File: src/design/servo_cmd_cfg.svh
// offsets, field positions, reset values and counts for the servo command interpreter
`ifndef SERVO_CMD_CFG_SVH
`define SERVO_CMD_CFG_SVH
`define OFF_CMD          8'h00
`define OFF_ARG          8'h04
`define OFF_MASK         8'h08
`define OFF_STATE        8'h0C
`define OFF_CUR_POS      8'h10
`define OFF_TGT_POS      8'h14
`define OFF_POS_ERR      8'h18
`define OFF_SPEED_MON    8'h1C
`define OFF_ORIGIN_SW    8'h20
`define OFF_OUT_STATUS   8'h24
`define OFF_SET_SPEED    8'h28
`define OFF_ORIGIN_POS   8'h2C
`define OFF_CMD_SPEED    8'h30
`define MASK_RESET       8'h00
`define MASK_ALL         8'hFF
`define MB_SERVO_ON      0
`define MB_FWD_INHIBIT   1
`define MB_REV_INHIBIT   2
`define MB_BRAKE         5
`define MB_ALARM_CLEAR   6
`define MB_INHIBIT       7
`define OS_READY         0
`define OS_IN_POS        1
`define OS_ALARM_A       2
`define OS_ALARM_B       3
`define OS_ALARM_C       4
`define SET_SPEED_RESET  32'h0000_000A
`define ORIGIN_RESET     32'h0000_0000
`define POS_ZERO         32'h0000_0000
`define RESTART_CYCLES   16
`endif

File: src/design/servo_cmd_pkg.sv
// types shared by the servo command interpreter
package servo_cmd_pkg;
    typedef enum logic [3:0] {
        CMD_NONE, CMD_MASK_ALL, CMD_SERVO_ON, CMD_SERVO_OFF, CMD_BRAKE_ON, CMD_BRAKE_OFF,
        CMD_FREE, CMD_GO, CMD_HALT, CMD_ALARM_RESET, CMD_RESTART, CMD_POS_TARGET,
        CMD_SPEED, CMD_PRESET, CMD_ADOPT, CMD_CLEAR
    } cmd_e;
    typedef enum logic [4:0] {
        OP_NONE   = 5'h00,
        OP_ECLEAR = 5'h10
    } op_t_unused_e;
    typedef struct packed {
        logic       servo_on;
        logic       brake_on;
        logic       halted;
        logic       restarting;
        logic       alarm;
        logic       reverse;
    } drive_state_s;
endpackage : servo_cmd_pkg

File: src/design/servo_command_interpreter.sv
// servo command interpreter with a classic wishbone register slave
// Contract
// - mask-all command sets all eight input-ignore bits, same as writing 255.
// - servo on/off commands act like the connector input, only with brake released.
// - brake-on command engages the dynamic brake like the connector input.
// - brake-off releases brake, motor free; host must send servo-on again.
// - free command frees the motor always, whatever the brake state.
// - halt stops motion in every mode, keeping mode and target.
// - go resumes halted motion and accepts motion commands again.
// - alarm reset clears alarm and position error, only when alarm pending.
// - restart performs a near power-cycle restart of the drive state.
// - position target starts a move using last speed or setting speed.
// - unsigned target rotates forward, negative target rotates reverse.
// - speed command sets movement speed in r/min, applied smoothly.
// - origin preset loads origin position into current and target.
// - adopt-current copies current position into target register.
// - clear writes zero to current position and target.
// - error-preserving clear zeroes target, current keeps retained error.
// - positions are held in a 32-bit range.
// - current-position query returns the current position count.
// - speed query returns filtered present speed in r/min.
// - position-error query returns the present position error.
// - origin-switch query returns 1 when switch on, 0 when off.
// - output status: bit0 ready, bit1 in position, bits2-4 alarm lines.
// - input-ignore mask resets to zero; set bits give serial priority.
//
// The implementer's own choices: the register offsets and the Wishbone slave port.
`timescale 1ns/1ps
`include "servo_cmd_cfg.svh"
module servo_command_interpreter
    import servo_cmd_pkg::*;
#(
    parameter int POS_W = 32
) (
    input  wire logic             clk_i,
    input  wire logic             rst_i,
    input  wire logic             wb_cyc_i,
    input  wire logic             wb_stb_i,
    input  wire logic             wb_we_i,
    input  wire logic [7:0]       wb_adr_i,
    input  wire logic [3:0]       wb_sel_i,
    input  wire logic [31:0]      wb_dat_i,
    output logic      [31:0]      wb_dat_o,
    output logic                  wb_ack_o,
    input  wire logic [7:0]       connector_in_i,
    input  wire logic [POS_W-1:0] actual_pos_i,
    input  wire logic             actual_pos_valid_i,
    input  wire logic [31:0]      filtered_speed_i,
    input  wire logic             origin_switch_i,
    input  wire logic             alarm_pending_i,
    input  wire logic [2:0]       alarm_lines_i,
    input  wire logic             in_position_i,
    output logic      [7:0]       input_ignore_mask_o,
    output logic                  servo_enable_o,
    output logic                  brake_engage_o,
    output logic                  motor_free_o,
    output logic                  motion_halt_o,
    output logic                  alarm_clear_o,
    output logic                  error_clear_o,
    output logic                  restart_o,
    output logic                  move_start_o,
    output logic                  move_reverse_o,
    output logic      [POS_W-1:0] target_pos_o,
    output logic      [31:0]      move_speed_o,
    output logic                  pos_load_o,
    output logic      [POS_W-1:0] pos_load_value_o
);

    // bus access decode; ack is a single registered pulse
    logic             req;
    logic             wr;
    logic             ack_reg;
    logic             ack_next;
    logic [31:0]      rdat_reg;
    logic [31:0]      rdat_next;
    assign req = wb_cyc_i & wb_stb_i & ~ack_reg;
    assign wr  = req & wb_we_i & (&wb_sel_i);

    // control and position state
    logic [7:0]       mask_reg;
    logic [7:0]       mask_next;
    logic [31:0]      arg_reg;
    logic [31:0]      arg_next;
    logic [31:0]      set_speed_reg;
    logic [31:0]      set_speed_next;
    logic [31:0]      cmd_speed_reg;
    logic [31:0]      cmd_speed_next;
    logic             speed_given_reg;
    logic             speed_given_next;
    logic [POS_W-1:0] origin_reg;
    logic [POS_W-1:0] origin_next;
    logic [POS_W-1:0] cur_reg;
    logic [POS_W-1:0] cur_next;
    logic [POS_W-1:0] tgt_reg;
    logic [POS_W-1:0] tgt_next;
    logic [POS_W-1:0] err;
    drive_state_s     st_reg;
    drive_state_s     st_next;
    logic [4:0]       rst_cnt_reg;
    logic [4:0]       rst_cnt_next;
    logic             eff_servo_enable_cmd;
    logic             eff_brake;
    cmd_e             cmd;

    // pulse outputs registered so every pulse output comes from a flip-flop
    logic             alarm_clr_reg;
    logic             alarm_clr_next;
    logic             err_clr_reg;
    logic             err_clr_next;
    logic             move_reg;
    logic             move_next;
    logic             load_reg;
    logic             load_next;
    logic [POS_W-1:0] load_val_reg;
    logic [POS_W-1:0] load_val_next;

    assign cmd = cmd_e'(wb_dat_i[3:0]);
    assign err = tgt_reg - cur_reg;

    // connector inputs win unless their ignore bit is set
    // serial priority
    assign eff_servo_enable_cmd  = mask_reg[`MB_SERVO_ON] ? st_reg.servo_on : connector_in_i[`MB_SERVO_ON];
    assign eff_brake = mask_reg[`MB_BRAKE]    ? st_reg.brake_on : connector_in_i[`MB_BRAKE];

    // command execution and register writes
    always_comb begin
        mask_next        = mask_reg;
        arg_next         = arg_reg;
        set_speed_next   = set_speed_reg;
        cmd_speed_next   = cmd_speed_reg;
        speed_given_next = speed_given_reg;
        origin_next      = origin_reg;
        cur_next         = actual_pos_valid_i ? actual_pos_i : cur_reg;
        tgt_next         = tgt_reg;
        st_next          = st_reg;
        st_next.alarm    = alarm_pending_i;
        rst_cnt_next     = rst_cnt_reg;
        alarm_clr_next   = 1'b0;
        err_clr_next     = 1'b0;
        move_next        = 1'b0;
        load_next        = 1'b0;
        load_val_next    = load_val_reg;
        if (st_reg.restarting) begin
            if (rst_cnt_reg == 5'(`RESTART_CYCLES)) begin
                st_next.restarting = 1'b0;
            end else begin
                rst_cnt_next = rst_cnt_reg + 5'd1;
            end
        end
        if (wr && !st_reg.restarting) begin
            case (wb_adr_i)
                `OFF_MASK: begin
                    mask_next = wb_dat_i[7:0];
                end
                `OFF_ARG: begin
                    arg_next = wb_dat_i;
                end
                `OFF_SET_SPEED: begin
                    set_speed_next = wb_dat_i;
                end
                `OFF_ORIGIN_POS: begin
                    origin_next = wb_dat_i[POS_W-1:0];
                end
                `OFF_CMD: begin
                    case (cmd)
                        CMD_MASK_ALL: mask_next = `MASK_ALL;
                        CMD_SERVO_ON: if (!eff_brake) st_next.servo_on = 1'b1;
                        CMD_SERVO_OFF: if (!eff_brake) st_next.servo_on = 1'b0;
                        CMD_BRAKE_ON: st_next.brake_on = 1'b1;
                        CMD_BRAKE_OFF: begin
                            st_next.brake_on = 1'b0;
                            st_next.servo_on = 1'b0;
                        end
                        CMD_FREE: st_next.servo_on = 1'b0;
                        CMD_GO: st_next.halted = 1'b0;
                        CMD_HALT: st_next.halted = 1'b1;
                        CMD_ALARM_RESET: begin
                            if (alarm_pending_i) begin
                                alarm_clr_next = 1'b1;
                                err_clr_next   = 1'b1;
                                tgt_next       = cur_next;
                            end
                        end
                        CMD_RESTART: begin
                            st_next          = '0;
                            st_next.restarting = 1'b1;
                            rst_cnt_next     = 5'd0;
                            mask_next        = `MASK_RESET;
                            speed_given_next = 1'b0;
                        end
                        CMD_POS_TARGET: begin
                            if (!st_reg.halted) begin
                                tgt_next  = arg_reg[POS_W-1:0];
                                st_next.reverse = arg_reg[31];
                                move_next = 1'b1;
                            end
                        end
                        CMD_SPEED: begin
                            cmd_speed_next   = arg_reg;
                            speed_given_next = 1'b1;
                        end
                        CMD_PRESET: begin
                            cur_next      = origin_reg;
                            tgt_next      = origin_reg;
                            load_next     = 1'b1;
                            load_val_next = origin_reg;
                        end
                        CMD_ADOPT: tgt_next = cur_next;
                        CMD_CLEAR: begin
                            cur_next      = `POS_ZERO;
                            tgt_next      = `POS_ZERO;
                            load_next     = 1'b1;
                            load_val_next = `POS_ZERO;
                        end
                        default: ;
                    endcase
                end
                default: ;
            endcase
        end
        // keep error, zero target
        // only with command code zero, so bit 4 of another command never clears positions
        if (wr && !st_reg.restarting && wb_adr_i == `OFF_CMD && cmd == CMD_NONE
                && wb_dat_i[4]) begin
            tgt_next      = `POS_ZERO;
            cur_next      = cur_reg - tgt_reg;
            load_next     = 1'b1;
            load_val_next = cur_reg - tgt_reg;
        end
    end

    // read mux; unmapped reads return zero
    always_comb begin
        ack_next  = req;
        rdat_next = 32'h0000_0000;
        if (req && !wb_we_i) begin
            case (wb_adr_i)
                `OFF_ARG:        rdat_next = arg_reg;
                `OFF_MASK:       rdat_next = {24'h00_0000, mask_reg};
                `OFF_STATE:      rdat_next = {26'h000_0000, st_reg};
                `OFF_CUR_POS:    rdat_next = 32'(cur_reg);
                `OFF_TGT_POS:    rdat_next = 32'(tgt_reg);
                `OFF_POS_ERR:    rdat_next = 32'(err);
                `OFF_SPEED_MON:  rdat_next = filtered_speed_i;
                `OFF_ORIGIN_SW:  rdat_next = {31'h0000_0000, origin_switch_i};
                `OFF_OUT_STATUS: rdat_next = {27'h000_0000, alarm_lines_i,
                                              in_position_i, eff_servo_enable_cmd & ~alarm_pending_i};
                `OFF_SET_SPEED:  rdat_next = set_speed_reg;
                `OFF_ORIGIN_POS: rdat_next = 32'(origin_reg);
                `OFF_CMD_SPEED:  rdat_next = cmd_speed_reg;
                default:         rdat_next = 32'h0000_0000;
            endcase
        end
    end

    // state registers
    always_ff @(posedge clk_i) begin
        if (rst_i) begin
            ack_reg         <= 1'b0;
            rdat_reg        <= 32'h0000_0000;
            mask_reg        <= `MASK_RESET;
            arg_reg         <= 32'h0000_0000;
            set_speed_reg   <= `SET_SPEED_RESET;
            cmd_speed_reg   <= 32'h0000_0000;
            speed_given_reg <= 1'b0;
            origin_reg      <= `ORIGIN_RESET;
            cur_reg         <= '0;
            tgt_reg         <= '0;
            st_reg          <= '0;
            rst_cnt_reg     <= 5'd0;
            alarm_clr_reg   <= 1'b0;
            err_clr_reg     <= 1'b0;
            move_reg        <= 1'b0;
            load_reg        <= 1'b0;
            load_val_reg    <= '0;
        end else begin
            ack_reg         <= ack_next;
            rdat_reg        <= rdat_next;
            mask_reg        <= mask_next;
            arg_reg         <= arg_next;
            set_speed_reg   <= set_speed_next;
            cmd_speed_reg   <= cmd_speed_next;
            speed_given_reg <= speed_given_next;
            origin_reg      <= origin_next;
            cur_reg         <= cur_next;
            tgt_reg         <= tgt_next;
            st_reg          <= st_next;
            rst_cnt_reg     <= rst_cnt_next;
            alarm_clr_reg   <= alarm_clr_next;
            err_clr_reg     <= err_clr_next;
            move_reg        <= move_next;
            load_reg        <= load_next;
            load_val_reg    <= load_val_next;
        end
    end

    // outputs from flip-flops; motor_free_o inverts one and move_speed_o selects between two
    assign wb_ack_o            = ack_reg;
    assign wb_dat_o            = rdat_reg;
    assign input_ignore_mask_o = mask_reg;
    assign servo_enable_o      = st_reg.servo_on;
    assign brake_engage_o      = st_reg.brake_on;
    assign motor_free_o        = ~st_reg.servo_on;
    assign motion_halt_o       = st_reg.halted;
    assign restart_o           = st_reg.restarting;
    assign alarm_clear_o       = alarm_clr_reg;
    assign error_clear_o       = err_clr_reg;
    assign move_start_o        = move_reg;
    assign move_reverse_o      = st_reg.reverse;
    assign target_pos_o        = tgt_reg;
    assign move_speed_o        = speed_given_reg ? cmd_speed_reg : set_speed_reg;
    assign pos_load_o          = load_reg;
    assign pos_load_value_o    = load_val_reg;

endmodule : servo_command_interpreter

File: config.mk
export PLATFORM = sky130hd
export DESIGN_NAME = servo_command_interpreter
export DESIGN_NICKNAME = d
export VERILOG_FILES = /design/src/design/servo_cmd_pkg.sv /design/src/design/servo_command_interpreter.sv
export VERILOG_INCLUDE_DIRS = /design/src /design/src/design
export SDC_FILE = /design/constraint.sdc
export NUM_CORES = 1
export LEC_CHECK = 0
export BUFFER_PORTS_ARGS = -buffer_cell sky130_fd_sc_hd__buf_2
export CORE_MARGIN = 8
export CORE_UTILIZATION = 50
export CTS_BUF_LIST = sky130_fd_sc_hd__clkbuf_8
export DETAILED_ROUTE_END_ITERATION = 16
export PLACE_DENSITY = 0.71
export SLEW_MARGIN = 20
export SYNTH_ARGS = -nofsm -noshare
export SYNTH_HDL_FRONTEND = slang
export SYNTH_SLANG_ARGS = --single-unit
File: constraint.sdc
create_clock -name clk_i -period 3.52 [get_ports clk_i]
set_input_delay 0.352 -clock clk_i [delete_from_list [all_inputs] [get_ports clk_i]]
set_output_delay 0.352 -clock clk_i [all_outputs]
set_load 0.005 [all_outputs]
==> metrics.md <==
| Metric | Value |
|---|---|
| Share of layout cells above drive strength 1 | `19.8%` |
| Syn Inst Count | `2,219` |
| Count leader, synth | `nand2_1` |
| Initial antenna violation count | `6` |
| Most common library cells after synthesis | `nand2_1 (448), a21oi_1 (289), dfxtp_1 (280), nor2_1 (167), clkbuf_1 (139)` |
| Ys async rst share | `0%` |
| Chip Height | `198 um` |
| CP max stage cell | `a31oi_1` |
| DP HPWL | `59,700 um` |
| CTS sink count | `280` |
| Fin util | `61.1%` |
| Vias in the first global route | `18,000` |
| Post-synth cell types | `68` |
| CP Class | `reg2reg` |
| Post-synthesis sequential area ratio | `33.9%` |
| Adder-cell share of the synthesized area | `5.17%` |
| Die ar. | `39,100 um^2` |
| Post-Synth Simple-Gate Area | `20.5%` |
| Largest family of logic cells by synthesized area | `compound AO/OA/AOI/OAI gates` |
| Hold Crit Class | `in2reg` |
| Resized cells post-CTS | `0` |
| Critical Path Most Common Cell | `a31oi_1` |
| Clock slew seen by the registers of the worst setup and hold paths | `60 ps` |
| Compound-Gate Fraction of Synth Area | `28.6%` |
| Crit share post-route | `97.1%` |
| Post-Synthesis Cell Area | `16,500 um^2` |
| Worst setup margin | `101 ps` |
| Setup TNS | `0 ps` |
| Post-route ant nets | `0` |
| Status | `complete, no violations` |
| Synth-to-layout area growth | `20.4%` |
| Setup WS pre-CTS | `288 ps` |
| Syn Area/Cell | `7.44 um^2` |
| Deepest clock path buffer count | `3` |
| Total number of vias | `19,300` |
| Yosys warning count | `0` |
| Slew Limit Fails | `0` |
| Max IR drop VDD | `0.402 mV` |
| Global route overflow | `0` |
| Final Hold Viols | `0` |
| Synth area leader | `dfxtp_1` |
| DR pass1 iterations | `12` |
| Max Clock Freq | `292 MHz` |
| Largest cells by area after synthesis | `dfxtp_1 (34%), nand2_1 (10%), a21oi_1 (8.8%)` |
| Clock buffer count from CTS | `48` |
| Nets@finish | `2,685` |
| Data required, critical path | `4080 ps` |
| Drt wl/cell | `26.7 um` |
| Delay of the slowest critical-path stage | `570 ps` |
| Crit path cell chain | `inv_1 > ha_1 > fa_1 > nand2b_1 > a21oi_1 > o31ai_1 > a31oi_1 > a21boi_0 > xnor2_1 > nand2_1 > a31oi_1` |
| Critical Path AT | `3980 ps` |
| PwrDens | `372 nW/um^2` |
| Worst-Margin Slew | `968 ps` |
| H-tree depth | `2` |
| Chip Width | `198 um` |
| DR vias/cell | `6.50` |
| Max Cap Viol | `0` |
| Syn Nets | `2,414` |
| Largest net degree at the start of global routing | `164` |
| Worst skew pair latency | `660 ps` |
| Crit Path Max Fanout | `5` |
| Multiplexer share of the synthesized area | `3.32%` |
| WL final | `79,200 um` |
| Fill count | `3,096` |
| Max-Slew Margin vs Limit | `35.2%` |
| Starting Density | `50.8%` |
| Synthesis-stage register bit count | `280` |
| Pleak | `0.00775 uW` |
| Area occupied by multi-input gates | `9970 um^2` |
| Final clock skew | `29.6 ps` |
| Share of the synthesized area in the top cell type | `33.9%` |
| Critical Path End Type | `flip-flop` |
| Port Buffers | `268` |
| Initial DRC count | `3,381` |
| Count of flip-flops with a built-in enable after synthesis | `0` |
| R2R Setup Slk | `100 ps` |
| Global-route wire length before repair | `116,000 um` |
| FF+latch area | `5610 um^2` |
| Ys flop type | `dfxtp_1` |
| Crit start category | `flip-flop` |
| Drc violations | `0` |
| # setup viols final | `0` |
| RSZ-0062 raised after global routing | `false` |
| Root Driver | `clkbuf_8` |
| Final RePlAce weighted congestion | `1.05` |
| Period minus WS final | `3420 ps` |
| XOR/XNOR share of the synthesized area | `2.49%` |
| Core Region | `32,500 um^2` |
| CTS tree | `built` |
| Placement Rows | `66` |
| Top Ports | `275` |
| Tot GR Track Use | `38.9%` |
-- worst max-delay path, delay by kind of cell (launching register included) --
kind	cells	cell delay (ps)
AO/OA/AOI/OAI	5	1550
XOR/XNOR	1	360
adder cells (fa/ha/maj)	2	590
buffers and inverters	1	90
flip-flops	1	410
AND/OR/NAND/NOR	2	320
-- stage by stage --
stage                     power, uW  std cells  cell area [um^2]  hold slack [ps]
final                          7400       2968             19900             60.4
after global routing           7610       2967             19900             56.1
after CTS                      7360       2966             19900             24.3
after detailed placement       4300       2853             18600              455
after global placement         4300       2852             18600              444
after floorplan                3900       2219             16500              444
-- repair_timing --
item | CTS | global route
buffers inserted | 0 | 0
hold buffers | 29 | 0
hold endpoints to repair | 85 | 0
-- worst paths after layout --
check                                           end           startpoint  depth (start not counted)
worst max-delay path                   wb_dat_o[24]      target_pos_o[0]                         11
worst max register to register         wb_dat_o[24]      target_pos_o[0]                         11
worst min-delay path                    cur_reg[31]                rst_i                          2
worst min register to register  pos_load_value_o[0]  pos_load_value_o[0]                          2
-- final cells by class --
cell class	instances	share of cell area, %
diodes	2	0.0252
clock buffers	60	4.15
clock inverters	24	0.787
inverters	83	1.57
multi-input cells	1683	50.1
flip-flops and latches	280	28.2
well taps	442	2.78
repair buffers	394	12.3
-- layer usage --
| layer | routed length, um | up-vias | track usage, % |
|---|---|---|---|
| met1 | 31200 | 8989 | 53.5 |
| met2 | 32000 | 1515 | 54.3 |
| met3 | 12500 | 237 | 13.8 |
| li1 | - | 8532 | - |
| met5 | 44 | - | 0 |
| met4 | 3400 | 6 | 15.9 |
-- power by group --
group | total (uW) | switching (uW) | leakage (uW) | internal [uW]
logic | 1090 | 705 | 0.00494 | 382
registers | 3220 | 29.2 | 0.00226 | 3190
clock network | 3090 | 1470 | 0.000553 | 1620
total | 7400 | 2200 | 0.00775 | 5190
-- cells in the final DEF, fill, tap and decap left out, types with 7 or more instances in the layout --
master,instances
ha_1,65
a22oi_1,58
nand4_1,25
mux2i_1,12
a222oi_1,53
nand3b_1,9
a21oi_1,288
nand2_1,447
xnor2_1,27
a22o_1,15
a21o_1,10
and2_1,12
o21ai_0,106
nand3_1,27
dlygate4sd3_1,29
buf_2,267
buf_4,90
a221oi_1,26
nor2_1,163
o22ai_1,8
inv_1,96
a211oi_1,55
o21bai_1,10
dfxtp_1,280
a31oi_1,30
nor3_1,30
buf_12,7
nand2b_1,9
o21a_1,10
o211ai_1,9
mux2_2,38
a311oi_1,13
o31ai_1,8
and3_1,10
clkbuf_8,60
xor2_1,20
nor2b_1,8
-- cell families (layout without fill, tap and decap cells) --
logic type,count (synthesis),in the layout
other cells,0,2
xor+xnor,47,47
flops,280,280
simple gates,785,785
mux,50,50
buf+inv,256,561
fa+ha+maj,67,67
compound gates,734,734
(Power assumes the default switching activity.)
